## src/design/cgc_regs.vh

```
/*
 * Clock generator control constants: offsets, fields, resets, codes.
 * Assumes inclusion by bare name from design/.
 */
`ifndef CGC_REGS_VH
`define CGC_REGS_VH

// ****************
// Register byte offsets (32-bit aligned words)
// ****************
`define CGC_OFS_STATUS_CTL   8'h00
`define CGC_OFS_SYS_CLK_CTL  8'h04
`define CGC_OFS_PLL_CTL      8'h08
`define CGC_OFS_FREQ_SEL     8'h0C
`define CGC_OFS_SUPPLY_MODE  8'h10
`define CGC_OFS_MODE_STAT    8'h14

// ****************
// Field positions
// ****************
`define CGC_BIT_MAIN_STOP    7
`define CGC_BIT_SUB_STOP     6
`define CGC_BIT_FAST_STOP    0
`define CGC_BIT_SRC_SEL      4
`define CGC_BIT_SRC_STAT     5
`define CGC_BIT_PLL_ON       0
`define CGC_BIT_PLL_SEL      1
`define CGC_BIT_PLL_DIV4     2
`define CGC_BIT_ITMR_CLK     4
`define CGC_BIT_ST_STOP      0
`define CGC_BIT_ST_HALT      1
`define CGC_BIT_ST_SLOW      2
`define CGC_BIT_ST_BUSY      3
`define CGC_BIT_ST_REFUSED   4

// ****************
// Reset values
// ****************
`define CGC_RST_STATUS_CTL   8'hC0
`define CGC_RST_SYS_CLK_CTL  8'h00
`define CGC_RST_PLL_CTL      8'h00
`define CGC_RST_SUPPLY_MODE  8'h00

// ****************
// Fast oscillator frequency codes: 32,24,16,12,8,6,4,3,2,1 MHz
// ****************
`define CGC_FREQ_LAST        4'h9
`define CGC_FREQ_4MHZ        4'h6
`define CGC_PLL_MULT         16

// ****************
// Bus answers
// ****************
`define CGC_RESP_OKAY        2'h0
`define CGC_RESP_SLVERR      2'h2

`endif

```

## src/design/cgc_top.v

```verilog
/*
 * Clock generator control: oscillator enables, glitch-free source
 * switch, PLL, standby, behind an AXI4-Lite slave.
 * Assumes one clock; outside muxes obey the outputs; ticks async.
 */
// Design decisions made here: the AXI4-Lite register port and the address map.
// Contract
// - Stop crystal and external main on STOP/bit
// - Fast oscillator frequency from option, software-changeable
// - After reset CPU runs from fast oscillator
// - Stop fast oscillator on STOP or bit
// - Main source select bit picks source
// - PLL only at 4 MHz, x16, div 2/4 (4 MHz enforced only while on fast oscillator)
// - PLL on bit stops PLL
// - Refuse STOP while PLL output selected
// - Subsystem stop bit stops sub clock
// - Low-speed oscillator never clocks the CPU
// - Low-speed runs if watchdog or timer select
// - Low-speed stops in standby under three conditions
`include "cgc_regs.vh"
`default_nettype none

module cgc_top (
    input  wire        sys_clk_i,        // System clock, 25 MHz
    input  wire        rst_i,            // Async reset, active high
    input  wire        ce_i,             // Clock enable, freezes all state
    // AXI4-Lite slave
    input  wire [7:0]  s_axi_awaddr_i,
    input  wire        s_axi_awvalid_i,
    output wire        s_axi_awready_o,
    input  wire [31:0] s_axi_wdata_i,
    input  wire [3:0]  s_axi_wstrb_i,
    input  wire        s_axi_wvalid_i,
    output wire        s_axi_wready_o,
    output wire [1:0]  s_axi_bresp_o,
    output wire        s_axi_bvalid_o,
    input  wire        s_axi_bready_i,
    input  wire [7:0]  s_axi_araddr_i,
    input  wire        s_axi_arvalid_i,
    output wire        s_axi_arready_o,
    output wire [31:0] s_axi_rdata_o,
    output wire [1:0]  s_axi_rresp_o,
    output wire        s_axi_rvalid_o,
    input  wire        s_axi_rready_i,
    // CPU standby requests, same clock
    input  wire        stop_req_i,       // STOP instruction pulse
    input  wire        halt_req_i,       // HALT instruction pulse
    input  wire        wake_i,           // Wakeup pulse, ends standby
    // Option byte, stable from reset
    input  wire        opt_wdt_enable_i, // Watchdog enable option
    input  wire        opt_wdt_standby_i,// Watchdog standby-run option
    input  wire [3:0]  opt_fast_freq_i,  // Initial fast frequency code
    // Source activity ticks, asynchronous
    input  wire        hs_clk_tick_i,    // High-speed system clock tick
    input  wire        fast_clk_tick_i,  // Fast oscillator clock tick
    // Clock steering outputs
    output wire        main_osc_en_o,
    output wire        ext_main_clk_en_o,
    output wire        fast_osc_en_o,
    output wire [3:0]  fast_osc_freq_o,
    output wire        main_src_hs_o,    // 1 high-speed system, 0 fast osc
    output wire        sub_osc_en_o,
    output wire        ext_sub_clk_en_o,
    output wire        pll_en_o,
    output wire        pll_out_sel_o,
    output wire        pll_div4_o,
    output wire        slow_osc_en_o,
    output wire        stop_mode_o,
    output wire        halt_mode_o,
    output wire        stop_refused_o    // One-cycle pulse
);

    // ****************************************************************
    // Switch state machine codes
    // ****************************************************************
    localparam [2:0] SW_IDLE = 3'b001;   // Sources agree
    localparam [2:0] SW_OLD  = 3'b010;   // Waiting for old edge
    localparam [2:0] SW_NEW  = 3'b100;   // Waiting for new edge

    // ****************************************************************
    // Registers
    // ****************************************************************
    reg  [7:0]  status_ctl_ff;           // clock_operation_status_reg
    reg  [7:0]  sys_clk_ctl_ff;          // system_clock_control_reg
    reg  [7:0]  pll_ctl_ff;              // pll_control_reg
    reg  [3:0]  freq_sel_ff;             // fast_internal_osc_freq_select
    reg  [7:0]  supply_mode_ff;          // subsystem_supply_mode_reg
    reg         opt_loaded_ff;           // Option byte captured
    reg         wdt_en_ff;               // Captured watchdog enable
    reg         wdt_stby_ff;             // Captured standby-run option
    reg         stop_ff;                 // In STOP mode
    reg         halt_ff;                 // In HALT mode
    reg         refused_ff;              // Refusal pulse
    reg         refused_seen_ff;         // Sticky refusal flag
    reg  [2:0]  sw_state_ff;             // Switch state
    reg         active_hs_ff;            // Source actually in use
    reg  [2:0]  hs_sync_ff;              // Sync pair plus edge history
    reg  [2:0]  fast_sync_ff;            // Sync pair plus edge history
    reg         main_osc_en_ff;
    reg         fast_osc_en_ff;
    reg         sub_osc_en_ff;
    reg         pll_en_ff;
    reg         slow_osc_en_ff;
    // Bus state
    reg         aw_held_ff;              // Write address captured
    reg         w_held_ff;               // Write data captured
    reg  [7:0]  aw_addr_ff;
    reg  [31:0] w_data_ff;
    reg         w_strb0_ff;              // Low byte lane enable
    reg         bvalid_ff;
    reg  [1:0]  bresp_ff;
    reg         rvalid_ff;
    reg  [31:0] rdata_ff;
    reg  [1:0]  rresp_ff;

    // ****************************************************************
    // Address decode, used by both read and write paths
    // ****************************************************************
    function addr_ok;
        input [7:0] a;
        begin
            addr_ok = (a[1:0] == 2'h0) && (a <= `CGC_OFS_MODE_STAT);
        end
    endfunction

    // ****************************************************************
    // Combinational helpers
    // ****************************************************************
    wire hs_edge   = hs_sync_ff[1] & ~hs_sync_ff[2];     // Rising tick, second stage
    wire fast_edge = fast_sync_ff[1] & ~fast_sync_ff[2];
    wire want_hs   = sys_clk_ctl_ff[`CGC_BIT_SRC_SEL];
    wire pll_sel   = pll_ctl_ff[`CGC_BIT_PLL_SEL];
    wire itmr_slow = supply_mode_ff[`CGC_BIT_ITMR_CLK];
    wire do_write  = aw_held_ff & w_held_ff & ~bvalid_ff;
    wire wr_lane   = do_write & w_strb0_ff;
    wire [7:0] wbyte = w_data_ff[7:0];
    // PLL input must be 4 MHz; only checkable on the fast oscillator
    wire pll_input_ok = active_hs_ff | (freq_sel_ff == `CGC_FREQ_4MHZ);
    wire [7:0] mode_stat = {3'h0, refused_seen_ff, (sw_state_ff != SW_IDLE),
                            slow_osc_en_ff, halt_ff, stop_ff};

    // ****************************************************************
    // Next-value logic for oscillator enables
    // ****************************************************************
    reg nxt_main_osc_en;
    reg nxt_fast_osc_en;
    reg nxt_sub_osc_en;
    reg nxt_pll_en;
    reg nxt_slow_osc_en;
    always @* begin
        nxt_main_osc_en = ~status_ctl_ff[`CGC_BIT_MAIN_STOP] & ~stop_ff;
        nxt_fast_osc_en = ~status_ctl_ff[`CGC_BIT_FAST_STOP] & ~stop_ff;
        nxt_sub_osc_en  = ~status_ctl_ff[`CGC_BIT_SUB_STOP];
        nxt_pll_en      = pll_ctl_ff[`CGC_BIT_PLL_ON] & pll_input_ok;
        // Runs on watchdog or interval timer demand
        nxt_slow_osc_en = wdt_en_ff | itmr_slow;
        // Standby gating only when the timer does not need it
        if ((stop_ff | halt_ff) & wdt_en_ff & ~itmr_slow & ~wdt_stby_ff) begin
            nxt_slow_osc_en = 1'b0;
        end
    end

    // ****************************************************************
    // Synchronisers for the source ticks
    // ****************************************************************
    always @(posedge sys_clk_i or posedge rst_i) begin
        if (rst_i) begin
            hs_sync_ff   <= 3'h0;
            fast_sync_ff <= 3'h0;
        end else if (ce_i) begin
            // Bit 0 feeds bit 1 only; bit 2 is edge history
            hs_sync_ff   <= {hs_sync_ff[1:0], hs_clk_tick_i};
            fast_sync_ff <= {fast_sync_ff[1:0], fast_clk_tick_i};
        end
    end

    // ****************************************************************
    // Glitch-free source handover
    // ****************************************************************
    // A switch waits for an edge of the old source, then of the new one;
    // a stopped target leaves the switch pending rather than glitching.
    always @(posedge sys_clk_i or posedge rst_i) begin
        if (rst_i) begin
            sw_state_ff  <= SW_IDLE;
            active_hs_ff <= 1'b0;        // Fast oscillator after reset
        end else if (ce_i) begin
            case (sw_state_ff)
                SW_IDLE: begin
                    if (want_hs != active_hs_ff) begin
                        sw_state_ff <= SW_OLD;
                    end
                end
                SW_OLD: begin
                    if (active_hs_ff ? hs_edge : fast_edge) begin
                        sw_state_ff <= SW_NEW;
                    end
                end
                SW_NEW: begin
                    if (active_hs_ff ? fast_edge : hs_edge) begin
                        active_hs_ff <= ~active_hs_ff;
                        sw_state_ff  <= SW_IDLE;
                    end
                end
                default: begin
                    sw_state_ff <= SW_IDLE;
                end
            endcase
        end
    end

    // ****************************************************************
    // Standby entry and exit
    // ****************************************************************
    always @(posedge sys_clk_i or posedge rst_i) begin
        if (rst_i) begin
            stop_ff         <= 1'b0;
            halt_ff         <= 1'b0;
            refused_ff      <= 1'b0;
            refused_seen_ff <= 1'b0;
        end else if (ce_i) begin
            refused_ff <= 1'b0;
            if (wake_i) begin
                stop_ff <= 1'b0;
                halt_ff <= 1'b0;
            end else if (stop_req_i & pll_sel) begin
                // Software must drop the PLL first
                refused_ff <= 1'b1;
            end else if (stop_req_i) begin
                stop_ff <= 1'b1;
            end else if (halt_req_i) begin
                halt_ff <= 1'b1;
            end
            // Set beats clear on the same edge
            if (stop_req_i & pll_sel & ~wake_i) begin
                refused_seen_ff <= 1'b1;
            end else if (wr_lane && aw_addr_ff == `CGC_OFS_MODE_STAT &&
                         wbyte[`CGC_BIT_ST_REFUSED]) begin
                refused_seen_ff <= 1'b0;  // Write one to clear
            end
        end
    end

    // ****************************************************************
    // Control registers and option byte capture
    // ****************************************************************
    always @(posedge sys_clk_i or posedge rst_i) begin
        if (rst_i) begin
            status_ctl_ff  <= `CGC_RST_STATUS_CTL;
            sys_clk_ctl_ff <= `CGC_RST_SYS_CLK_CTL;
            pll_ctl_ff     <= `CGC_RST_PLL_CTL;
            supply_mode_ff <= `CGC_RST_SUPPLY_MODE;
            freq_sel_ff    <= 4'h0;
            opt_loaded_ff  <= 1'b0;
            wdt_en_ff      <= 1'b0;
            wdt_stby_ff    <= 1'b0;
        end else if (ce_i) begin
            if (!opt_loaded_ff) begin
                // Option byte caught once after release
                opt_loaded_ff <= 1'b1;
                wdt_en_ff     <= opt_wdt_enable_i;
                wdt_stby_ff   <= opt_wdt_standby_i;
                if (opt_fast_freq_i <= `CGC_FREQ_LAST) begin
                    freq_sel_ff <= opt_fast_freq_i;
                end
            end else if (wr_lane) begin
                case (aw_addr_ff)
                    `CGC_OFS_STATUS_CTL: begin
                        status_ctl_ff <= wbyte & 8'hC1;
                    end
                    `CGC_OFS_SYS_CLK_CTL: begin
                        sys_clk_ctl_ff <= wbyte & 8'h10;
                    end
                    `CGC_OFS_PLL_CTL: begin
                        pll_ctl_ff <= wbyte & 8'h07;
                    end
                    `CGC_OFS_FREQ_SEL: begin
                        // Unlisted codes are ignored
                        if (wbyte[3:0] <= `CGC_FREQ_LAST && wbyte[7:4] == 4'h0) begin
                            freq_sel_ff <= wbyte[3:0];
                        end
                    end
                    `CGC_OFS_SUPPLY_MODE: begin
                        supply_mode_ff <= wbyte & 8'h10;
                    end
                    default: begin
                        status_ctl_ff <= status_ctl_ff;
                    end
                endcase
            end
        end
    end

    // ****************************************************************
    // Output flops for oscillator steering
    // ****************************************************************
    always @(posedge sys_clk_i or posedge rst_i) begin
        if (rst_i) begin
            main_osc_en_ff <= 1'b0;
            fast_osc_en_ff <= 1'b1;      // CPU needs it from the start
            sub_osc_en_ff  <= 1'b0;
            pll_en_ff      <= 1'b0;
            slow_osc_en_ff <= 1'b0;
        end else if (ce_i) begin
            main_osc_en_ff <= nxt_main_osc_en;
            fast_osc_en_ff <= nxt_fast_osc_en;
            sub_osc_en_ff  <= nxt_sub_osc_en;
            pll_en_ff      <= nxt_pll_en;
            slow_osc_en_ff <= nxt_slow_osc_en;
        end
    end

    // ****************************************************************
    // AXI4-Lite write channel
    // ****************************************************************
    always @(posedge sys_clk_i or posedge rst_i) begin
        if (rst_i) begin
            aw_held_ff <= 1'b0;
            w_held_ff  <= 1'b0;
            aw_addr_ff <= 8'h00;
            w_data_ff  <= 32'h0000_0000;
            w_strb0_ff <= 1'b0;
            bvalid_ff  <= 1'b0;
            bresp_ff   <= `CGC_RESP_OKAY;
        end else if (ce_i) begin
            if (s_axi_awvalid_i & ~aw_held_ff) begin
                aw_held_ff <= 1'b1;
                aw_addr_ff <= s_axi_awaddr_i;
            end
            if (s_axi_wvalid_i & ~w_held_ff) begin
                w_held_ff  <= 1'b1;
                w_data_ff  <= s_axi_wdata_i;
                w_strb0_ff <= s_axi_wstrb_i[0];
            end
            if (do_write) begin
                bvalid_ff <= 1'b1;
                bresp_ff  <= addr_ok(aw_addr_ff) ? `CGC_RESP_OKAY : `CGC_RESP_SLVERR;
            end else if (bvalid_ff & s_axi_bready_i) begin
                bvalid_ff  <= 1'b0;
                aw_held_ff <= 1'b0;
                w_held_ff  <= 1'b0;
            end
        end
    end

    // ****************************************************************
    // AXI4-Lite read channel
    // ****************************************************************
    always @(posedge sys_clk_i or posedge rst_i) begin
        if (rst_i) begin
            rvalid_ff <= 1'b0;
            rdata_ff  <= 32'h0000_0000;
            rresp_ff  <= `CGC_RESP_OKAY;
        end else if (ce_i) begin
            if (s_axi_arvalid_i & ~rvalid_ff) begin
                rvalid_ff <= 1'b1;
                rresp_ff  <= addr_ok(s_axi_araddr_i) ? `CGC_RESP_OKAY : `CGC_RESP_SLVERR;
                case (s_axi_araddr_i)
                    `CGC_OFS_STATUS_CTL:  rdata_ff <= {24'h0, status_ctl_ff};
                    `CGC_OFS_SYS_CLK_CTL: rdata_ff <= {26'h0, active_hs_ff,
                                                       sys_clk_ctl_ff[4:0]};
                    `CGC_OFS_PLL_CTL:     rdata_ff <= {24'h0, pll_ctl_ff};
                    `CGC_OFS_FREQ_SEL:    rdata_ff <= {28'h0, freq_sel_ff};
                    `CGC_OFS_SUPPLY_MODE: rdata_ff <= {24'h0, supply_mode_ff};
                    `CGC_OFS_MODE_STAT:   rdata_ff <= {24'h0, mode_stat};
                    default:              rdata_ff <= 32'h0000_0000;
                endcase
            end else if (rvalid_ff & s_axi_rready_i) begin
                rvalid_ff <= 1'b0;
            end
        end
    end

    // ****************************************************************
    // Outputs, all straight from flops
    // ****************************************************************
    // Ready high only while a channel's holding slot is free
    assign s_axi_awready_o   = ~aw_held_ff;
    assign s_axi_wready_o    = ~w_held_ff;
    assign s_axi_bresp_o     = bresp_ff;
    assign s_axi_bvalid_o    = bvalid_ff;
    assign s_axi_arready_o   = ~rvalid_ff;
    assign s_axi_rdata_o     = rdata_ff;
    assign s_axi_rresp_o     = rresp_ff;
    assign s_axi_rvalid_o    = rvalid_ff;
    assign main_osc_en_o     = main_osc_en_ff;
    assign ext_main_clk_en_o = main_osc_en_ff;
    assign fast_osc_en_o     = fast_osc_en_ff;
    assign fast_osc_freq_o   = freq_sel_ff;
    // Main source only ever high-speed or fast oscillator, never slow
    assign main_src_hs_o     = active_hs_ff;
    assign sub_osc_en_o      = sub_osc_en_ff;
    assign ext_sub_clk_en_o  = sub_osc_en_ff;
    assign pll_en_o          = pll_en_ff;
    assign pll_out_sel_o     = pll_ctl_ff[`CGC_BIT_PLL_SEL];
    assign pll_div4_o        = pll_ctl_ff[`CGC_BIT_PLL_DIV4];
    assign slow_osc_en_o     = slow_osc_en_ff;
    assign stop_mode_o       = stop_ff;
    assign halt_mode_o       = halt_ff;
    assign stop_refused_o    = refused_ff;

endmodule

`default_nettype wire

```

## config.mk

```make
export PLATFORM = sky130hd
export DESIGN_NAME = cgc_top
export DESIGN_NICKNAME = d
export VERILOG_FILES = /design/src/design/cgc_top.v
export VERILOG_INCLUDE_DIRS = /design/src /design/src/design
export SDC_FILE = /design/constraint.sdc
export NUM_CORES = 1
export LEC_CHECK = 0
export BUFFER_PORTS_ARGS = -buffer_cell sky130_fd_sc_hd__clkbuf_2
export CAP_MARGIN = 0
export CORE_MARGIN = 10
export CORE_UTILIZATION = 45
export DETAILED_ROUTE_END_ITERATION = 10
export PLACE_DENSITY = 0.75
export REMOVE_ABC_BUFFERS = 1
export SYNTH_ARGS = -nofsm -noshare
export SYNTH_HDL_FRONTEND = slang
export SYNTH_SLANG_ARGS = --single-unit
```

## constraint.sdc

```tcl
create_clock -name sys_clk_i -period 4.6 [get_ports sys_clk_i]
set_clock_uncertainty 0.1 [all_clocks]
set_input_delay 1.38 -clock sys_clk_i [delete_from_list [all_inputs] [get_ports sys_clk_i]]
set_output_delay 1.38 -clock sys_clk_i [all_outputs]
set_load 0.01 [all_outputs]
```

==> flow_summary.toml <==
[run_status]
status = "completed"

[synthesis]
most_repeated_cell_in_the_gate_level_netlist_after_synthesis = "sky130_fd_sc_hd__dfrtp_1"
syn-mean-instance-area_um2 = 11.3
synth_enable_flop_cells = 0
synth_top_cells_by_area = "sky130_fd_sc_hd__dfrtp_1 48%, sky130_fd_sc_hd__mux2_2 14%, sky130_fd_sc_hd__buf_4 6.7%"
netlist.area_leader.share = 0.484
yosysWarningCount = 0
ys_dominant_reg_cell = "sky130_fd_sc_hd__dfrtp_1"
ys_ff_latch = 65
synthesis.area_um2 = 3160
synth.lib_cells_used.distinct = 44
synth_top_cell_by_area = "sky130_fd_sc_hd__dfrtp_1"
synthesis.instances = 279
synth.yosys.seq_area_share = 0.517
asyncSetResetFlopFracSynth = 1.00
yosys-top-cells-count = "61 x sky130_fd_sc_hd__dfrtp_1, 40 x sky130_fd_sc_hd__mux2_2, 28 x sky130_fd_sc_hd__buf_4, 27 x sky130_fd_sc_hd__nand2_1, 12 x sky130_fd_sc_hd__inv_1"

[drt]
routed_via_density = 5.05
drt_iter0_drcs = 110
vias = 2307
postRouteAntennaNets = 0
post-route-drc-count = 0
routedWlPerCell_um = 16.5
dr.pass1.iters = 4
wirelength_um = 7530

[setup_path]
r2r.worst_path.cells = 4
timing.reg2reg.setup_slack_ps = 2610
end_kind = "flip-flop"
worst-endpoint-arrival_ps = 2890
timing.critical_path.fanout_max = 23
timing_worst_setup_path_type = "in -> reg"
critical_path.startpoint_type = "primary input"
critPathRequiredTime_ps = 4740

[final_layout]
finalNetCount = 427
final_core_util = 0.543
post_route_cells_drive_above_1_share = 0.396
antenna_cells_inserted = 0
nFillCells = 623
areaGrowthSynthToFinish_pct = 17.0

[timing]
rsz0062_at_grt = "no"
setup_ws_ps = 1850
worst_pin_slew_ps = 849
post-route-period-util = 0.597
setup_viol_count_final = 0
maxSlewHeadroom = 0.434
fmaxAchievable_mhz = 364
fin_tns_setup_ps = 0
drv_slew = 0
final_period_minus_worst_setup_slack_ps = 2750
timing_hold_violations_final = 0

[floorplan]
die_width_um = 104
floorplan.rows = 30
placeableCoreArea_um2 = 6790
dieHeight_um = 104
initial_util = 0.465
fp.dieArea_um2 = 10800
top_level_ports = 129

[placed_design]
pre_cts_slack_ps = 1490
gp_routability_congestion = 0.784
place.detailed.hpwl_um = 5840
place.port_buffers = 75

[global_route]
grt_max_degree = 43
grt-ovfl-total = 0
groute.usage.overall = 0.141
grt_antenna_before_repair = 0
grt_pass1_vias = 2504
first_pass_grt_wire_length_um = 12400

[clock_tree]
worstSkewPairLatency_ps = 350
cts_buffers = 9
tritoncts = "yes"
clkTransAtPathRegs_ps = 80
post_cts_resized = 0
cts.sink_count = 65
holdBufCountCts = 0
cts.repair_timing.setup_buffer_count = 0
cts_max_path_buffers = 2
h-tree-depth = 3
cts_root_buffer_type = "sky130_fd_sc_hd__clkbuf_8"

[pwr]
p_per_area_nw_per_um2 = 422
worst_ir_drop_vdd_uv = 263
leakagePower_nw = 1.78

[min_path]
hold_path_class = "reg -> reg"
min_path_cells = 1

[job]
timing.max_cap.violations = 0
stage by stage:
step	area, um2	instances	hold slack, ps	power, mW
global route	3690	457	378	1.66
floorplan	3000	267	300	1.01
CTS	3690	457	351	1.57
detailed placement	3520	441	340	1.15
global placement	3520	441	330	1.13
finish	3690	457	357	1.56
cell type report:
type | count | area [um2] | area share
Tap cell | 96 | 120 | 0.0325
Clock buffer | 9 | 124 | 0.0335
Clock inverter | 7 | 47.5 | 0.0129
Timing Repair Buffer | 78 | 398 | 0.108
Multi-Input combinational cell | 190 | 1330 | 0.359
Sequential cell | 65 | 1630 | 0.442
Inverter | 12 | 45.0 | 0.0122
metal layers:
layer / vias to the layer above / GRT usage / routed length, um
met4: 0 / 0.0706 / 124
li1: 1094 / - / -
met5: - / 0 / 0
met1: 1127 / 0.165 / 3280
met3: 11 / 0.0483 / 504
met2: 75 / 0.224 / 3630
final timing paths:
path,start,endpoint
worst max-delay path,ce_i,status_ctl_ff[0]
worst min-delay path,status_ctl_ff[0],fast_osc_en_o
worst max register to register,aw_addr_ff[6],fast_osc_freq_o[2]
worst min register to register,status_ctl_ff[0],fast_osc_en_o
max in group asynchronous,rst_i,sw_state_ff[0]
min in group asynchronous,rst_i,aw_addr_ff[7]
cells in the final DEF (no fill, tap or decap), drive strengths merged, types with 6 or more instances in the layout:
| cell | instances |
|---|---|
| conb | 26 |
| a31oi | 8 |
| nand3 | 6 |
| mux2 | 40 |
| nor2 | 8 |
| clkbuf | 84 |
| o21ai | 10 |
| inv | 12 |
| dfrtp | 61 |
| nand2 | 27 |
| a21oi | 10 |
report_power, final:
part	internal [mW]	total (mW)	leakage, nW	switching, mW
sequential	0.697	0.804	0.806	0.107
clock	0.194	0.425	0.0850	0.231
combinational	0.169	0.330	0.885	0.161
flip-flops by register name, summed over array words and instances, names as in the netlist, 3 cells and up:
signal           flops
aw_addr_ff           8
s_axi_rdata_o        8
w_data_ff            8
fast_osc_freq_o      4
fast_sync_ff         3
hs_sync_ff           3
pll_ctl_ff           3
status_ctl_ff        3
sw_state_ff          3
cell families after synthesis:
logic type      after synthesis  share of synthesized area
compound gates               49                      0.111
mux                          45                      0.159
xor+xnor                      1                    0.00277
buf+inv                      49                     0.0927
flops                        65                      0.517
other cells                   1                    0.00119
simple gates                 69                      0.117
critical path, cell delays in order:
cell and delay [ps]:
sky130_fd_sc_hd__clkbuf_2 380, sky130_fd_sc_hd__and2_1 190, sky130_fd_sc_hd__and4b_1 250, sky130_fd_sc_hd__nor3b_2 320
sky130_fd_sc_hd__mux2_2 370
Note: power is estimated with default switching activity, not from simulation.
